$ cat src/core/dma_map.svh
/*
  Register map, field positions, reset values and fixed sizes of the DMA block.
  Assumes byte addressing on a 32-bit Avalon-MM slave, one aligned word per register.
*/
// Summary of operation
// - Global enable bit: 0 stops the controller, 1 lets it run; set before use.
// - With global enable 0, channel register writes are dropped and reads return zero.
// - Each channel has a 32-bit read/write source pointer, reset to zero.
// - Setting channel enable makes the channel run from the values written so far.
// - During a transfer the source pointer steps as each element moves, only when its control advance bit is 1.
// - Each channel has a 32-bit read/write destination pointer, reset to zero.
// - Control bit chooses whether the destination pointer advances (1) or stays (0).
`ifndef DMA_MAP_SVH
`define DMA_MAP_SVH

`define DMA_NUM_CH         2
`define DMA_CH_IDX_W       1
`define DMA_CH_IDX_LSB     5
`define DMA_ADDR_W         12

`define DMA_GCFG_OFS       12'h000
`define DMA_STAT_OFS       12'h004
`define DMA_CH_PAGE        4'h1

`define DMA_SRC_OFS        5'h00
`define DMA_DST_OFS        5'h04
`define DMA_CTRL_OFS       5'h0c
`define DMA_SETUP_OFS      5'h10

`define DMA_SEL_SRC        2'h0
`define DMA_SEL_DST        2'h1
`define DMA_SEL_CTRL       2'h2
`define DMA_SEL_SETUP      2'h3

`define DMA_GCFG_EN_BIT    0
`define DMA_GCFG_RES_BIT   1

`define DMA_CTRL_CNT_LSB   0
`define DMA_CTRL_CNT_W     12
`define DMA_CTRL_CNT_MASK  32'h00000fff
`define DMA_CTRL_SW_LSB    18
`define DMA_CTRL_DW_LSB    21
`define DMA_CTRL_SI_BIT    26
`define DMA_CTRL_DI_BIT    27
`define DMA_CTRL_WMASK     32'h8cffffff

`define DMA_SETUP_EN_BIT   0

`define DMA_ADDR_RST       32'h00000000
`define DMA_CTRL_RST       32'h00000000

`endif

$ cat src/core/dma_pkg.sv
/*
  Types and small helpers shared by the DMA block.
  Assumes nothing of its surroundings.
*/
package dma_pkg;

  typedef enum logic [2:0] {
    WIDTH_BYTE = 3'b000,
    WIDTH_HALF = 3'b001,
    WIDTH_WORD = 3'b010
  } xfer_width_t;

  typedef enum logic [1:0] {
    MV_IDLE  = 2'b00,
    MV_READ  = 2'b01,
    MV_WRITE = 2'b10,
    MV_DONE  = 2'b11
  } mover_state_t;

  // Reserved width codes are treated as bytes so a bad setting never skips memory.
  function automatic logic [2:0] width_bytes(input logic [2:0] w);
    width_bytes = (w == WIDTH_WORD) ? 3'h4 : (w == WIDTH_HALF) ? 3'h2 : 3'h1;
  endfunction : width_bytes

  function automatic logic [31:0] width_data_mask(input logic [2:0] w);
    width_data_mask = (w == WIDTH_WORD) ? 32'hffffffff : (w == WIDTH_HALF) ? 32'h0000ffff : 32'h000000ff;
  endfunction : width_data_mask

  function automatic logic [3:0] lane_mask(input logic [2:0] w, input logic [1:0] a);
    lane_mask = (w == WIDTH_WORD) ? 4'hf : (w == WIDTH_HALF) ? (4'h3 << {a[1], 1'b0}) : (4'h1 << a);
  endfunction : lane_mask

  function automatic logic misaligned(input logic [2:0] w, input logic [1:0] a);
    misaligned = ((w == WIDTH_HALF) & a[0]) | ((w == WIDTH_WORD) & (|a));
  endfunction : misaligned

endpackage : dma_pkg

$ cat src/core/dma_channel_ctx.sv
/*
  One channel's pointers, control word and enable.
  Assumes writes arrive already decoded and masked by byte lane, and that steps come from the mover.
*/
`timescale 1ns/1ps
`default_nettype none
`include "dma_map.svh"

module dma_channel_ctx
  import dma_pkg::*;
(
  input  wire logic        i_clk_sys,
  input  wire logic        i_rstn,
  input  wire logic        i_wr_en,
  input  wire logic [1:0]  i_wr_sel,
  input  wire logic [31:0] i_wr_data,
  input  wire logic [31:0] i_wr_mask,
  input  wire logic        i_step,
  output logic      [31:0] o_src,
  output logic      [31:0] o_dst,
  output logic      [31:0] o_ctrl,
  output logic             o_enable,
  output logic             o_pending
);

  logic [31:0] src_reg;
  logic [31:0] src_next;
  logic [31:0] dst_reg;
  logic [31:0] dst_next;
  logic [31:0] ctrl_reg;
  logic [31:0] ctrl_next;
  logic        en_reg;
  logic        en_next;

  wire         wr_src   = i_wr_en & (i_wr_sel == `DMA_SEL_SRC);
  wire         wr_dst   = i_wr_en & (i_wr_sel == `DMA_SEL_DST);
  wire         wr_ctrl  = i_wr_en & (i_wr_sel == `DMA_SEL_CTRL);
  wire         wr_setup = i_wr_en & (i_wr_sel == `DMA_SEL_SETUP) & i_wr_mask[`DMA_SETUP_EN_BIT];
  wire [2:0]   src_w    = ctrl_reg[`DMA_CTRL_SW_LSB +: 3];
  wire [2:0]   dst_w    = ctrl_reg[`DMA_CTRL_DW_LSB +: 3];
  wire [31:0]  src_inc  = {29'h0, width_bytes(src_w)};
  wire [31:0]  dst_inc  = {29'h0, width_bytes(dst_w)};
  wire         src_adv  = i_step & ctrl_reg[`DMA_CTRL_SI_BIT];
  wire         dst_adv  = i_step & ctrl_reg[`DMA_CTRL_DI_BIT];
  wire [11:0]  count    = ctrl_reg[`DMA_CTRL_CNT_LSB +: `DMA_CTRL_CNT_W];
  wire [11:0]  count_dec = count - 12'h001;
  wire [31:0]  src_wr   = (src_reg & ~i_wr_mask) | (i_wr_data & i_wr_mask);
  wire [31:0]  dst_wr   = (dst_reg & ~i_wr_mask) | (i_wr_data & i_wr_mask);
  wire [31:0]  ctrl_wr  = ((ctrl_reg & ~i_wr_mask) | (i_wr_data & i_wr_mask)) & `DMA_CTRL_WMASK;
  wire [31:0]  ctrl_dec = (ctrl_reg & ~`DMA_CTRL_CNT_MASK) | {20'h0, count_dec};

  // A software write wins over a step; software must not write while a channel runs anyway.
  assign src_next  = wr_src ? src_wr : src_adv ? (src_reg + src_inc) : src_reg;
  assign dst_next  = wr_dst ? dst_wr : dst_adv ? (dst_reg + dst_inc) : dst_reg;
  assign ctrl_next = wr_ctrl ? ctrl_wr : i_step ? ctrl_dec : ctrl_reg;
  // The enable drops by itself once the element count is spent.
  assign en_next   = wr_setup ? i_wr_data[`DMA_SETUP_EN_BIT] : (en_reg & (count == 12'h000)) ? 1'b0 : en_reg;

  always_ff @(posedge i_clk_sys or negedge i_rstn) begin
    if (!i_rstn) begin
      src_reg  <= `DMA_ADDR_RST;
      dst_reg  <= `DMA_ADDR_RST;
      ctrl_reg <= `DMA_CTRL_RST;
      en_reg   <= 1'b0;
    end else begin
      src_reg  <= src_next;
      dst_reg  <= dst_next;
      ctrl_reg <= ctrl_next;
      en_reg   <= en_next;
    end
  end

  assign o_src     = src_reg;
  assign o_dst     = dst_reg;
  assign o_ctrl    = ctrl_reg;
  assign o_enable  = en_reg;
  // The channel runs straight from its live registers, so enabling picks up what was written.
  assign o_pending = en_reg & (count != 12'h000);

endmodule : dma_channel_ctx
`default_nettype wire

$ cat src/core/dma_mover.sv
/*
  Moves one element per start: a read from the source, then a write to the destination.
  Assumes an Avalon-MM memory master port on the same clock and stable pointers until o_step.
*/
`timescale 1ns/1ps
`default_nettype none
`include "dma_map.svh"

module dma_mover
  import dma_pkg::*;
(
  input  wire logic        i_clk_sys,
  input  wire logic        i_rstn,
  input  wire logic        i_start,
  input  wire logic [31:0] i_src,
  input  wire logic [31:0] i_dst,
  input  wire logic [2:0]  i_src_w,
  input  wire logic [2:0]  i_dst_w,
  input  wire logic [31:0] i_m_readdata,
  input  wire logic        i_m_waitrequest,
  output logic             o_busy,
  output logic             o_step,
  output logic      [31:0] o_m_address,
  output logic             o_m_read,
  output logic             o_m_write,
  output logic      [31:0] o_m_writedata,
  output logic      [3:0]  o_m_byteenable
);

  mover_state_t state_reg;
  logic         step_reg;
  logic [31:0]  addr_reg;
  logic         rd_reg;
  logic         wr_reg;
  logic [31:0]  wdata_reg;
  logic [3:0]   be_reg;

  wire [31:0] rd_shift = i_m_readdata >> {i_src[1:0], 3'b000};
  wire [31:0] element  = rd_shift & width_data_mask(i_src_w);
  wire [31:0] wr_word  = element << {i_dst[1:0], 3'b000};
  wire        bus_done = ~i_m_waitrequest;

  always_ff @(posedge i_clk_sys or negedge i_rstn) begin
    if (!i_rstn) begin
      state_reg <= MV_IDLE;
      step_reg  <= 1'b0;
      addr_reg  <= 32'h00000000;
      rd_reg    <= 1'b0;
      wr_reg    <= 1'b0;
      wdata_reg <= 32'h00000000;
      be_reg    <= 4'h0;
    end else begin
      unique case (state_reg)
        MV_IDLE: begin
          step_reg <= 1'b0;
          if (i_start) begin
            addr_reg  <= {i_src[31:2], 2'b00};
            be_reg    <= lane_mask(i_src_w, i_src[1:0]);
            rd_reg    <= 1'b1;
            state_reg <= MV_READ;
          end
        end
        MV_READ: begin
          if (bus_done) begin
            rd_reg    <= 1'b0;
            addr_reg  <= {i_dst[31:2], 2'b00};
            be_reg    <= lane_mask(i_dst_w, i_dst[1:0]);
            wdata_reg <= wr_word;
            wr_reg    <= 1'b1;
            state_reg <= MV_WRITE;
          end
        end
        MV_WRITE: begin
          if (bus_done) begin
            wr_reg    <= 1'b0;
            step_reg  <= 1'b1;
            state_reg <= MV_DONE;
          end
        end
        MV_DONE: begin
          step_reg  <= 1'b0;
          state_reg <= MV_IDLE;
        end
      endcase
    end
  end

  assign o_busy         = (state_reg != MV_IDLE);
  assign o_step         = step_reg;
  assign o_m_address    = addr_reg;
  assign o_m_read       = rd_reg;
  assign o_m_write      = wr_reg;
  assign o_m_writedata  = wdata_reg;
  assign o_m_byteenable = be_reg;

endmodule : dma_mover
`default_nettype wire

$ cat src/core/dma_global_enable_and_channel_addresses.sv
/*
  Top of the DMA block: global enable, register slave, channel arbitration and the element mover.
  Assumes a 32-bit Avalon-MM master for software access and an Avalon-MM memory slave
  behind the mover port, all on i_clk_sys.
*/
// Decided for this implementation: the placing of the registers and register access over Avalon-MM.
`timescale 1ns/1ps
`default_nettype none
`include "dma_map.svh"

module dma_global_enable_and_channel_addresses
  import dma_pkg::*;
(
  input  wire logic                   i_clk_sys,
  input  wire logic                   i_rstn,
  input  wire logic [`DMA_ADDR_W-1:0] i_avs_address,
  input  wire logic                   i_avs_read,
  input  wire logic                   i_avs_write,
  input  wire logic [31:0]            i_avs_writedata,
  input  wire logic [3:0]             i_avs_byteenable,
  output logic      [31:0]            o_avs_readdata,
  output logic                        o_avs_waitrequest,
  output logic      [31:0]            o_m_address,
  output logic                        o_m_read,
  output logic                        o_m_write,
  output logic      [31:0]            o_m_writedata,
  output logic      [3:0]             o_m_byteenable,
  input  wire logic [31:0]            i_m_readdata,
  input  wire logic                   i_m_waitrequest,
  output logic                        o_dma_enable,
  output logic      [`DMA_NUM_CH-1:0] o_ch_enable
);

  localparam int NCH = `DMA_NUM_CH;
  localparam int CW  = `DMA_CH_IDX_W;

  logic          gen_reg;
  logic          gen_next;
  logic          gres_reg;
  logic          gres_next;
  logic          waitreq_reg;
  logic          waitreq_next;
  logic [31:0]   rdata_reg;
  logic [31:0]   rdata_next;
  logic          start_reg;
  logic          start_next;
  logic [CW-1:0] cur_reg;
  logic [CW-1:0] cur_next;

  logic [31:0]   src_arr  [0:NCH-1];
  logic [31:0]   dst_arr  [0:NCH-1];
  logic [31:0]   ctrl_arr [0:NCH-1];
  logic [NCH-1:0] ch_en;
  logic [NCH-1:0] ch_pend;
  logic [NCH-1:0] src_mis;
  logic [NCH-1:0] dst_mis;
  logic [NCH-1:0] ch_step;

  logic          mv_busy;
  logic          mv_step;
  logic          pick_valid;
  logic [CW-1:0] pick_num;

  // Bus decode. A transfer completes on the edge where the request meets waitrequest low.
  wire        req        = i_avs_read | i_avs_write;
  wire        accept     = req & ~waitreq_reg;
  wire        wr_take    = accept & i_avs_write;
  wire        hit_gcfg   = (i_avs_address == `DMA_GCFG_OFS);
  wire        hit_stat   = (i_avs_address == `DMA_STAT_OFS);
  wire        hit_page   = (i_avs_address[`DMA_ADDR_W-1:8] == `DMA_CH_PAGE);
  wire [2:0]  ch_field   = i_avs_address[7:5];
  wire [CW-1:0] ch_num   = i_avs_address[`DMA_CH_IDX_LSB +: CW];
  wire        ch_ok      = (ch_field < 3'(NCH));
  wire [4:0]  ch_ofs     = i_avs_address[4:0];
  wire        sel_src    = (ch_ofs == `DMA_SRC_OFS);
  wire        sel_dst    = (ch_ofs == `DMA_DST_OFS);
  wire        sel_ctrl   = (ch_ofs == `DMA_CTRL_OFS);
  wire        sel_setup  = (ch_ofs == `DMA_SETUP_OFS);
  wire        hit_ch     = hit_page & ch_ok & (sel_src | sel_dst | sel_ctrl | sel_setup);
  wire [1:0]  ch_sel     = sel_dst ? `DMA_SEL_DST : sel_ctrl ? `DMA_SEL_CTRL :
                           sel_setup ? `DMA_SEL_SETUP : `DMA_SEL_SRC;
  // Only the global register stays reachable while the controller is stopped.
  wire        regs_open  = gen_reg;
  wire        ch_wr      = wr_take & hit_ch & regs_open;
  wire [31:0] wr_mask    = {{8{i_avs_byteenable[3]}}, {8{i_avs_byteenable[2]}},
                            {8{i_avs_byteenable[1]}}, {8{i_avs_byteenable[0]}}};
  wire        gcfg_wr    = wr_take & hit_gcfg & i_avs_byteenable[0];

  // Read selection. While stopped, everything but the global register reads as zero, as do unmapped addresses.
  wire [31:0] gcfg_word  = {30'h0, gres_reg, gen_reg};
  wire [31:0] stat_word  = {mv_busy, 7'h00, 8'(dst_mis), 8'(src_mis), 8'(ch_en)};
  wire [31:0] setup_word = {31'h0, ch_en[ch_num]};
  wire [31:0] ch_word    = sel_src ? src_arr[ch_num] : sel_dst ? dst_arr[ch_num] :
                           sel_ctrl ? ctrl_arr[ch_num] : setup_word;
  wire [31:0] rd_value   = hit_gcfg ? gcfg_word :
                           (hit_stat & regs_open) ? stat_word :
                           (hit_ch & regs_open) ? ch_word : 32'h00000000;

  // One wait cycle per access keeps the read mux out of the master's path.
  assign waitreq_next = ~(req & waitreq_reg);
  assign rdata_next   = (req & waitreq_reg & i_avs_read) ? rd_value : rdata_reg;
  // Bit 1 is stored as written; software is expected to keep it and the upper bits zero.
  assign gen_next     = gcfg_wr ? i_avs_writedata[`DMA_GCFG_EN_BIT] : gen_reg;
  assign gres_next    = gcfg_wr ? i_avs_writedata[`DMA_GCFG_RES_BIT] : gres_reg;

  always_ff @(posedge i_clk_sys or negedge i_rstn) begin
    if (!i_rstn) begin
      gen_reg     <= 1'b0;
      gres_reg    <= 1'b0;
      waitreq_reg <= 1'b1;
      rdata_reg   <= 32'h00000000;
    end else begin
      gen_reg     <= gen_next;
      gres_reg    <= gres_next;
      waitreq_reg <= waitreq_next;
      rdata_reg   <= rdata_next;
    end
  end

  genvar g;
  generate
    for (g = 0; g < NCH; g = g + 1) begin : g_ch
      dma_channel_ctx u_ch (
        .i_clk_sys (i_clk_sys),
        .i_rstn    (i_rstn),
        .i_wr_en   (ch_wr & (ch_num == CW'(g))),
        .i_wr_sel  (ch_sel),
        .i_wr_data (i_avs_writedata),
        .i_wr_mask (wr_mask),
        .i_step    (ch_step[g]),
        .o_src     (src_arr[g]),
        .o_dst     (dst_arr[g]),
        .o_ctrl    (ctrl_arr[g]),
        .o_enable  (ch_en[g]),
        .o_pending (ch_pend[g])
      );
      // Misalignment is only reported; the element still moves on the lanes the low bits pick.
      assign src_mis[g] = misaligned(ctrl_arr[g][`DMA_CTRL_SW_LSB +: 3], src_arr[g][1:0]);
      assign dst_mis[g] = misaligned(ctrl_arr[g][`DMA_CTRL_DW_LSB +: 3], dst_arr[g][1:0]);
      assign ch_step[g] = mv_step & (cur_reg == CW'(g));
    end
  endgenerate

  // Fixed priority: the lowest numbered pending channel gets the next element.
  always_comb begin
    pick_valid = 1'b0;
    pick_num   = '0;
    for (int i = NCH - 1; i >= 0; i--) begin
      if (ch_pend[i]) begin
        pick_valid = 1'b1;
        pick_num   = CW'(i);
      end
    end
  end

  // A stopped controller starts no new element; one already under way is finished.
  assign start_next = gen_reg & pick_valid & ~mv_busy & ~start_reg & ~mv_step;
  assign cur_next   = start_next ? pick_num : cur_reg;

  always_ff @(posedge i_clk_sys or negedge i_rstn) begin
    if (!i_rstn) begin
      start_reg <= 1'b0;
      cur_reg   <= '0;
    end else begin
      start_reg <= start_next;
      cur_reg   <= cur_next;
    end
  end

  dma_mover u_mover (
    .i_clk_sys       (i_clk_sys),
    .i_rstn          (i_rstn),
    .i_start         (start_reg),
    .i_src           (src_arr[cur_reg]),
    .i_dst           (dst_arr[cur_reg]),
    .i_src_w         (ctrl_arr[cur_reg][`DMA_CTRL_SW_LSB +: 3]),
    .i_dst_w         (ctrl_arr[cur_reg][`DMA_CTRL_DW_LSB +: 3]),
    .i_m_readdata    (i_m_readdata),
    .i_m_waitrequest (i_m_waitrequest),
    .o_busy          (mv_busy),
    .o_step          (mv_step),
    .o_m_address     (o_m_address),
    .o_m_read        (o_m_read),
    .o_m_write       (o_m_write),
    .o_m_writedata   (o_m_writedata),
    .o_m_byteenable  (o_m_byteenable)
  );

  assign o_avs_readdata    = rdata_reg;
  assign o_avs_waitrequest = waitreq_reg;
  assign o_dma_enable      = gen_reg;
  assign o_ch_enable       = ch_en;

endmodule : dma_global_enable_and_channel_addresses
`default_nettype wire

$ cat config.mk
export PLATFORM = sky130hd
export DESIGN_NAME = dma_global_enable_and_channel_addresses
export DESIGN_NICKNAME = d
export VERILOG_FILES = /design/src/core/dma_pkg.sv /design/src/core/dma_channel_ctx.sv /design/src/core/dma_mover.sv /design/src/core/dma_global_enable_and_channel_addresses.sv
export VERILOG_INCLUDE_DIRS = /design/src /design/src/core
export SDC_FILE = /design/constraint.sdc
export NUM_CORES = 1
export LEC_CHECK = 0
export ABC_AREA = 1
export BUFFER_PORTS_ARGS = -buffer_cell sky130_fd_sc_hd__buf_2
export CORE_UTILIZATION = 25
export CTS_CLUSTER_SIZE = 28
export DETAILED_ROUTE_END_ITERATION = 10
export GPL_TIMING_DRIVEN = 0
export PLACE_DENSITY = 0.4
export SYNTH_ARGS = -nofsm -noshare
export SYNTH_HDL_FRONTEND = slang
export SYNTH_HIERARCHICAL = 1
export SYNTH_SLANG_ARGS = --single-unit
$ cat constraint.sdc
create_clock -name i_clk_sys -period 2.3 [get_ports i_clk_sys]
set_input_delay 0.23 -clock i_clk_sys [delete_from_list [all_inputs] [get_ports i_clk_sys]]
set_output_delay 0.23 -clock i_clk_sys [all_outputs]
set_load 0.02 [all_outputs]
==> After elaboration in Yosys (flattened, before gate mapping) <==
Cells that the tools add are included.
{ "totals": {"ff_bits": 304, "input_bits": 85, "output_inout_bits": 106, "elab_cells": 252} }
{ "classes": {"addsub": 6, "magnitude_cmp": 4, "n_eq_ne": 26, "n_shift": 6, "mux": 78, "bitwise_logic": 81, "n_reduce_logical": 30} }
{ "ops": {"columns": ["op", "n"], "rows": [
  ["32-bit two-way mux", 36],
  ["32-bit bitwise AND", 8],
  ["32-bit OR", 6],
  ["32-bit by 3-bit adder with 32-bit output", 4],
  ["24-bit two-way mux", 3],
  ["32-bit by 12-bit OR with 32-bit output", 2],
  ["32-bit one-hot mux with 2 select lines", 1],
  ["1-bit bitwise AND", 46],
  ["12-bit logical NOT", 3],
  ["32-bit inverter", 1],
  ["32-bit by 5-bit left shift with 32-bit output", 1],
  ["32-bit by 5-bit >> shifter with 32-bit output", 1],
  ["4-bit two-way mux", 6],
  ["12-bit nonzero test", 2],
  ["2-bit nonzero test", 12],
  ["12-bit by 1-bit subtractor with 12-bit output (second input constant)", 2],
  ["2-bit two-way mux", 10],
  ["3-bit by 1-bit == test with 1-bit output (second input constant)", 6],
  ["3-bit by 2-bit == test with 1-bit output (second input constant)", 6],
  ["16-bit two-way mux", 1],
  ["12-bit by 3-bit == test with 1-bit output (second input constant)", 1],
  ["1-bit two-way mux", 12],
  ["3-bit two-way mux", 4],
  ["2-bit OR reduction", 5],
  ["22 further kinds", 52]
]} }

==> Logic depth before layout (Yosys ltp) <==
Gate-level depths: netlist of run 1.
{ "depth": {"ltp_word": 11, "ltp_mapped": 18, "mapped_depth_nobuf": 18} }

==> Cells and area by module <==
Netlist of run 1, hierarchy kept.
{ "modules_own_cells": {"columns": ["mod", "instances", "cells_per_inst", "area_each_um2", "seq_area_each_um2"], "rows": [
  ["dma_channel_ctx (g_ch[1].u_ch)", 1, 1087, 7174.4, 2302.2],
  ["dma_channel_ctx (g_ch[0].u_ch)", 1, 1079, 6999.2, 2302.2],
  ["dma_global_enable_and_channel_addresses", 1, 863, 4809.6, 927.1],
  ["dma_mover", 1, 618, 4167.7, 1776.7]
]} }

==> Least setup slack after synthesis of run 1 <==
No wires, ideal clock.
{ "synth_timing": {"kind": "reg-to-reg", "start": "reg g_ch[1].u_ch.ctrl_reg[22]", "end": "reg g_ch[1].u_ch.dst_reg[24]", "setup_ns": 0.073, "arrival_ns": 2.358, "required_ns": 2.227, "path_slack_ns": -0.131, "stages_incl_launch_ff": 18, "n_path_buf": 0, "synth_period_minus_slack_ns": 2.431, "cell_sequence": "dfrtp_1 > nor3_1 > inv_1 > nand2_1 > inv_1 > ha_1 > fa_1 > inv_1 > nand2_4 > nand2_4 > clkinv_2 > nand2_2 > clkinv_1 > nand2_1 > nand2_1 > nand2_1 > nand2_1 > a21oi_2"} }
{ "synth_via": {"elab_chain_cells": 6, "elab_cells_between_ends": 7, "cone_classes": "add/sub (1); eq/ne (2); mux (4)"} }
{ "synth_rtl": {"columns": ["element", "line", "source"], "rows": [
  ["from (decl)", "dma_channel_ctx.sv:30", "logic [31:0] ctrl_reg;"],
  ["from (signal assigned)", "dma_channel_ctx.sv:63", "ctrl_reg <= `DMA_CTRL_RST;"],
  ["from (signal assigned)", "dma_channel_ctx.sv:68", "ctrl_reg <= ctrl_next;"],
  ["3-bit by 1-bit == test with 1-bit output", "dma_pkg.sv:22", "width_bytes = (w == WIDTH_WORD) ? 3'h4 : (w == WIDTH_HALF) ? 3'h2 : 3'h1;"],
  ["2-bit two-way mux", "dma_pkg.sv:22", null],
  ["3-bit two-way mux *", "dma_pkg.sv:22", null],
  ["32-bit by 3-bit adder with 32-bit output *", "dma_channel_ctx.sv:54", "assign dst_next = wr_dst ? dst_wr : dst_adv ? (dst_reg + dst_inc) : dst_reg;"],
  ["32-bit two-way mux * (2 in a row)", "dma_channel_ctx.sv:54", null],
  ["to (signal assigned)", "dma_channel_ctx.sv:62", "dst_reg <= `DMA_ADDR_RST;"],
  ["to (signal assigned)", "dma_channel_ctx.sv:67", "dst_reg <= dst_next;"],
  ["to (decl)", "dma_channel_ctx.sv:28", "logic [31:0] dst_reg;"]
]} }
Every way passes the cells marked *; elsewhere a longest branch is shown, timed or not. The select of a mux whose other input is x is not followed.
A chain may end at the register's enable or synchronous reset.

==> Worst setup path after layout of run 1 <==
{ "layout_timing": {"start": "reg g_ch[0].u_ch.ctrl_reg[19]", "end": "reg g_ch[0].u_ch.src_reg[8]"} }
{ "layout_via": {"elab_chain_cells": 6, "elab_cells_between_ends": 7, "cone_classes": "add/sub (1); eq/ne (2); mux (4)"} }
{ "layout_rtl": {"columns": ["element", "line", "source"], "rows": [
  ["from (decl)", "dma_channel_ctx.sv:30", null],
  ["from (signal assigned)", "dma_channel_ctx.sv:63", null],
  ["from (signal assigned)", "dma_channel_ctx.sv:68", null],
  ["3-bit by 1-bit == test with 1-bit output", "dma_pkg.sv:22", null],
  ["2-bit two-way mux", "dma_pkg.sv:22", null],
  ["3-bit two-way mux *", "dma_pkg.sv:22", null],
  ["32-bit by 3-bit adder with 32-bit output *", "dma_channel_ctx.sv:53", "assign src_next = wr_src ? src_wr : src_adv ? (src_reg + src_inc) : src_reg;"],
  ["32-bit two-way mux * (2 in a row)", "dma_channel_ctx.sv:53", null],
  ["to (signal assigned)", "dma_channel_ctx.sv:61", "src_reg <= `DMA_ADDR_RST;"],
  ["to (signal assigned)", "dma_channel_ctx.sv:66", "src_reg <= src_next;"],
  ["to (decl)", "dma_channel_ctx.sv:26", "logic [31:0] src_reg;"]
]} }
Marks and branches as above.

==> results of run 1 <==
cells by family (layout without fill, tap and decap cells):
group	after synthesis	after routing	share of synthesized area
buffers and inverters	509	835	0.0931
XOR/XNOR	41	41	0.0155
AO/OA/AOI/OAI	636	636	0.158
multiplexers	29	29	0.0141
adder cells (fa/ha/maj)	18	18	0.0110
AND/OR/NAND/NOR	2119	2119	0.392
other	3	16	0.000486
flip-flops	292	292	0.316
placed cells by master (no fill, tap or decap), types with 20 or more instances in the layout:
cell type  instances
nand2_1         1210
nor2_1           372
o21ai_0          332
inv_1            298
dfrtp_1          283
nand3_1          229
buf_2            223
a21oi_1          107
buf_4             85
nor3_1            71
nand4_1           56
o21ai_1           51
clkbuf_16         41
inv_2             34
clkbuf_1          33
o211ai_1          33
nand2_2           32
mux2_2            28
xor2_1            26
clkbuf_4          25
a211oi_2          24
buf_6             21
nand3b_1          21
nand2_4           20
worst max-delay path by stage:
| stage | to | startpoint | cells after the start |
|---|---|---|---|
| global route | g_ch[0].u_ch/o_src[18]$_DFFE_PN0P_ | g_ch[0].u_ch/o_ctrl[19]$_DFFE_PN0P_ | 15 |
| CTS | u_mover/o_m_address[24]$_DFFE_PN0P_ | u_mover/state_reg[0]$_DFFE_PN0P_ | 9 |
| finish | g_ch[0].u_ch/o_src[8]$_DFFE_PN0P_ | g_ch[0].u_ch/o_ctrl[19]$_DFFE_PN0P_ | 15 |
| detailed placement | u_mover/o_m_writedata[25]$_DFFE_PN0P_ | cur_reg$_DFFE_PN0P_ | 10 |
| global placement | g_ch[0].u_ch/o_src[20]$_DFFE_PN0P_ | i_rstn | 1 |
| floorplan | g_ch[1].u_ch/o_dst[24]$_DFFE_PN0P_ | g_ch[1].u_ch/o_ctrl[22]$_DFFE_PN0P_ | 17 |
critical path: cells and delay by family (launching register included):
kind,cells,cell delay (ns)
simple gates,8,0.83
fa+ha+maj,2,0.53
flops,1,0.43
buf+inv,4,0.31
xor+xnor,1,0.14
power by group:
group	internal (uW)	switching [uW]	total (uW)	leakage [uW]
logic	1140	2990	4130	0.0101
clock network	3930	2760	6690	0.000676
registers	5550	493	6050	0.00343
total	10600	6240	16900	0.0142
metal layers:
metal / wire length (microns) / up-vias / part of all wire
li1: - / 12500 / -
met1: 56800 / 12700 / 0.45
met2: 56300 / 994 / 0.44
met3: 7830 / 171 / 0.062
met4: 5700 / 0 / 0.045
met5: 0 / - / 0
per-stage QoR:
stage	setup TNS (ns)	instance area, sq um	total power (uW)
after floorplan	-0.0171	23200	8190
after global placement	-1779.89	25600	10100
after detailed placement	-117.16	25800	10100
after CTS	-0.256	27900	16900
after global routing	-2.19	28500	17600
final	-0.117	28500	16900
repair_timing:
| item | 4_1_cts | 5_1_grt |
|---|---|---|
| pin swaps | 15 | 38 |
| resized for setup | 184 | 143 |
| setup endpoints to repair | 225 | 222 |
| hold endpoints to repair | 97 | 0 |
| hold buffers | 6 | 0 |
| setup buffers | 32 | 23 |
layout make-up:
class | count | area (sq um)
Fill cell | 10300 | 63100
Clock buffer | 58 | 1190
Sequential cell | 292 | 7320
Inverter | 342 | 1320
Timing Repair Buffer | 253 | 1620
Tap cell | 1186 | 1480
Multi-Input combinational cell | 2855 | 14300
Antenna cell | 4 | 10.0
Clock inverter | 16 | 165
Buffer | 166 | 1080
==> results.py, run 1 <==
metrics = {
    "outcome": {
        "status": "finished, violations left",
        "violations": "negative setup slack",
    },
    "sta": {
        "worstMarginPinSlew_ns": 0.912,
        "finClkSkew_ns": 0.0133,
        "setup_viol": 4,
        "whs_ns": 0.0317,
        "period_share": 1.02,
        "final.min_clock_period_ns": 2.35,
        "slew_violations": 0,
        "fmaxAchievable_mhz": 425,
        "rsz0062_at_grt": "true",
        "hold_violations": 0,
        "setup_slack_ns": -0.0505,
        "relSlewSlack": 0.392,
    },
    "global_routing": {
        "grt_start_max_net_pins": 104,
        "grt.busiest_layer": "met2",
        "antenna_found_initial": 5,
        "grt_first_pass_wirelength_microns": 180000,
        "gr-usage-met2": 0.420,
        "grt_use_met3": 0.0291,
        "grt_pass1_vias": 24700,
        "gr-usage-all-layers": 0.264,
        "gr-total-overflow": 0,
        "use_met1": 0.363,
    },
    "logic_synthesis": {
        "ys_top_cells_by_count": "nand2_1 (1,233), nor2_1 (390), o21ai_0 (355)",
        "ys_top_cells_by_area": "dfrtp_1 (31%), nand2_1 (20%), o21ai_0 (7.7%), nor2_1 (6.3%), inv_1 (5.2%)",
        "synth_flop_cell": "dfrtp_1",
        "seq_area_frac_synth": 0.316,
        "postSynthCellCount": 3647,
        "async_reset_ff_frac": 1.00,
        "synth_top_area_share": 0.315,
        "avgSynthCellArea_sq_um": 6.35,
        "synth_edf_count": 0,
        "ys_ff_latch": 292,
        "synthesis.area_sq_um": 23200,
        "yosysWarnings": 6,
        "yosys.area.top_type": "dfrtp_1",
        "synth.distinct_cells": 68,
        "yosysMostFrequentCell": "nand2_1",
    },
    "die": {
        "row_count": 111,
        "start_util": 0.253,
        "die_x_microns": 306,
        "die_y_microns": 306,
        "fp.coreArea_sq_um": 91700,
        "fp.dieArea_sq_um": 93800,
        "io_pins": 191,
    },
    "critical_path": {
        "cp.required_ns": 2.77,
        "crit_type": "flop to flop",
        "r2r_cells": 15,
        "cp-end-kind": "flop",
        "path_max_fanout": 6,
        "r2r_setup_slack_ns": -0.05,
        "slowest_delay_ns": 0.43,
        "critical_path.slowest_cell": "dfrtp_2",
        "cp.arrival_ns": 2.82,
        "timing.rr.start": "g_ch[0].u_ch/o_ctrl[19]$_DFFE_PN0P_",
        "path_cells": "buf_6 -> nor3_4 -> or2_4 -> inv_2 -> ha_4 -> fa_2 -> inv_2 -> nand2_4 -> nand3_4 -> inv_4 -> nand2_4 -> xor2_1 -> nand2_1 -> nand3_2 -> nand2_1",
        "regToRegEndpoint": "g_ch[0].u_ch/o_src[8]$_DFFE_PN0P_",
        "start_kind": "flop",
    },
    "final_layout": {
        "fin_cells": 5172,
        "drive_gt1_frac": 0.184,
        "fin_util": 0.311,
        "area_growth_pct": 23.2,
        "nNetsFinal": 4053,
    },
    "cts": {
        "htree_levels": 2,
        "clock_latency_ns": 0.58,
        "clock_sinks": 292,
        "tritoncts": "done",
        "clk_path_buf_depth": 3,
        "clkTransAtPathRegs_ns": 0.06,
        "cts_buffers": 40,
        "cts-root-buf": "clkbuf_16",
    },
    "drt": {
        "drt-initial-drc-count": 2295,
        "via_count": 26300,
        "via_per_inst": 5.09,
        "drtPass1Iterations": 7,
        "postRouteAntennaNets": 0,
        "wire_per_inst_microns": 24.5,
        "drc_errors": 0,
        "wirelength_microns": 127000,
    },
    "power_and_ir_drop": {
        "power.leakage_uw": 0.0142,
        "ir_drop_v": 0.000504,
        "powerDensity_nw_per_um2": 591,
    },
    "min_path": {
        "min_from": "i_avs_writedata[13]",
        "holdPathEnd": "g_ch[0].u_ch/o_ctrl[13]$_DFFE_PN0P_",
        "hold_class": "primary input to flop",
        "hold_depth": 2,
    },
    "placed_design": {
        "dp_hpwl_microns": 98600,
        "gp_congestion": 0.963,
        "pre_cts_slack_ns": -0.958,
        "placed_cells": 5034,
        "port_buffers": 187,
    },
    "run": {
        "cap_violations": 0,
    },
}
Power figures use the tool's default switching activity.
==> run 2: changes to the inputs <==
Settings changed: RECOVER_POWER set to 25.
==> run 2 against run 1 <==
- the run ends with max-slew violations, negative setup slack left
- die area is the same
- first-iteration DRC count grew 9.8%
- final cell count is essentially flat
- flip-flop and latch count is the same
- largest cell class unchanged
- highest routed layer unchanged
- critical path type unchanged
==> results.py, run 2 (same netlist as run 1, synthesis figures left out) <==
metrics = {
    "sta": {
        "period_share": 1.03,
        "relSlewSlack": -0.0112,
        "slew_violations": 57,
        "rsz0062_at_grt": "true",
        "setup_slack_ns": -0.0591,
        "worstMarginPinSlew_ns": 1.52,
        "finClkSkew_ns": 0.0143,
        "fmaxAchievable_mhz": 424,
        "setup_viol": 4,
        "final.min_clock_period_ns": 2.36,
        "hold_violations": 0,
    },
    "outcome": {
        "violations": "max-slew violations, negative setup slack",
        "status": "finished, violations left",
    },
    "global_routing": {
        "grt.busiest_layer": "met2",
        "use_met1": 0.363,
        "antenna_found_initial": 5,
        "gr-usage-met2": 0.420,
        "gr-usage-all-layers": 0.264,
        "grt_first_pass_wirelength_microns": 180000,
        "grt_pass1_vias": 24700,
        "gr-total-overflow": 0,
        "grt_use_met3": 0.0291,
        "grt_start_max_net_pins": 104,
    },
    "die": {
        "die_x_microns": 306,
        "fp.dieArea_sq_um": 93800,
        "io_pins": 191,
        "start_util": 0.253,
        "die_y_microns": 306,
        "row_count": 111,
        "fp.coreArea_sq_um": 91700,
    },
    "placed_design": {
        "port_buffers": 187,
        "pre_cts_slack_ns": -0.958,
        "gp_congestion": 0.963,
        "dp_hpwl_microns": 98600,
    },
    "cts": {
        "tritoncts": "done",
        "clock_sinks": 292,
        "clkTransAtPathRegs_ns": 0.06,
        "clk_path_buf_depth": 3,
        "htree_levels": 2,
        "clock_latency_ns": 0.59,
        "cts-root-buf": "clkbuf_16",
        "cts_buffers": 40,
    },
    "power_and_ir_drop": {
        "power.leakage_uw": 0.0139,
        "ir_drop_v": 0.000502,
        "powerDensity_nw_per_um2": 591,
        "design_power_total_uw": 16800,
    },
    "drt": {
        "postRouteAntennaNets": 0,
        "via_per_inst": 5.08,
        "wire_per_inst_microns": 24.4,
        "drtPass1Iterations": 5,
        "via_count": 26300,
        "drt-initial-drc-count": 2520,
        "wirelength_microns": 126000,
        "drc_errors": 0,
    },
    "min_path": {
        "min_from": "i_avs_writedata[13]",
        "hold_class": "primary input to flop",
    },
    "critical_path": {
        "r2r_cells": 15,
        "slowest_delay_ns": 0.43,
        "path_max_fanout": 6,
        "start_kind": "flop",
        "cp.arrival_ns": 2.84,
        "cp-end-kind": "flop",
        "cp-startpoint": "g_ch[0].u_ch/o_ctrl[19]$_DFFE_PN0P_",
        "worst-path-buf-inv": 4,
        "worst-path-stages": 15,
        "regToRegEndpoint": "g_ch[0].u_ch/o_src[8]$_DFFE_PN0P_",
        "timing.rr.start": "g_ch[0].u_ch/o_ctrl[19]$_DFFE_PN0P_",
        "crit_type": "flop to flop",
        "cp.required_ns": 2.78,
        "r2r_setup_slack_ns": -0.06,
        "critical_path.slowest_cell": "dfrtp_2",
        "path_cells": "buf_6 -> nor3_4 -> or2_4 -> inv_2 -> ha_4 -> fa_2 -> inv_2 -> nand2_4 -> nand3_4 -> inv_4 -> nand2_4 -> xor2_1 -> nand2_1 -> nand3_2 -> nand2_1",
        "endpoint": "g_ch[0].u_ch/o_src[8]$_DFFE_PN0P_",
        "critPathTopFamily": "simple AND/OR/NAND/NOR gates",
    },
    "run": {
        "cap_violations": 0,
    },
    "final_layout": {
        "area_growth_pct": 22.9,
        "multi_input_area_sq_um": 14300,
        "register_area_sq_um": 7320,
        "nNetsFinal": 4053,
        "fill_cells": 10300,
        "drive_gt1_frac": 0.167,
        "mostFrequentLayoutCells": "nand2_1 (1,210), nor2_1 (372), o21ai_0 (332), inv_1 (298), dfrtp_1 (283)",
        "final_common_cell": "nand2_1",
    },
}
==> run 2: how the worst min path moves through the flow <==
stage	slack [ns]	endpoint	cells after the start
finish	0.03	g_ch[0].u_ch/o_ctrl[13]$_DFFE_PN0P_	2
global route	0.03	g_ch[1].u_ch/o_ctrl[13]$_DFFE_PN0P_	2
CTS	0.002	g_ch[0].u_ch/o_ctrl[13]$_DFFE_PN0P_	2
detailed placement	0.35	u_mover/o_m_writedata[6]$_DFFE_PN0P_	1
global placement	0.41	o_avs_waitrequest$_DFF_PN1_	2
floorplan	-0.07	cur_reg$_DFFE_PN0P_	0
==> run 2: layer usage <==
layer	part of all wire	wire length (microns)
met5	0	0
met4	0.044	5540
met3	0.068	8600
met2	0.45	56400
met1	0.44	55800
==> run 2: worst register-to-register path, delay by kind of cell (launching register included) <==
family        cells  cell delay (ns)
buf+inv           4             0.31
simple gates      8             0.84
fa+ha+maj         2             0.53
flops             1             0.43
xor+xnor          1             0.14
==> run 2: final cells by class <==
class | instances | area share
plain buffers | 166 | 0.0380
repair buffers | 253 | 0.0536
clock inverters | 16 | 0.00581
multi-input cells | 2855 | 0.504
inverters | 342 | 0.0463
diodes | 8 | 0.000704
flip-flops and latches | 292 | 0.257
clock buffers | 58 | 0.0418
well taps | 1186 | 0.0522
==> run 2: power by group <==
part,leakage [uW],switching [uW],internal (uW)
Sequential,0.00343,498,5550
Clock,0.000676,2770,3930
Combinational,0.00983,2990,1090
Total,0.0139,6250,10600
==> run 2: stage by stage <==
stage	TNS (ns)	hold WS (ns)	instances	instance area, sq um	util
floorplan	-0.0171	-0.0656	3656	23200	-
global placement	-1779.89	0.409	5029	25600	0.280
finish	-0.151	0.0344	5176	28400	0.310
detailed placement	-117.16	0.345	5034	25800	0.281
global route	-2.25	0.0256	5168	28400	0.310
CTS	-0.256	0.00210	5146	27900	0.305
==> run 2: what timing repair did <==
action,4_1_cts,5_1_grt
gates resized for setup,184,143
endpoints found under the setup margin,225,222
pin swaps,15,38
buffers inserted,32,23
hold buffers,6,0
hold endpoints to repair,97,0
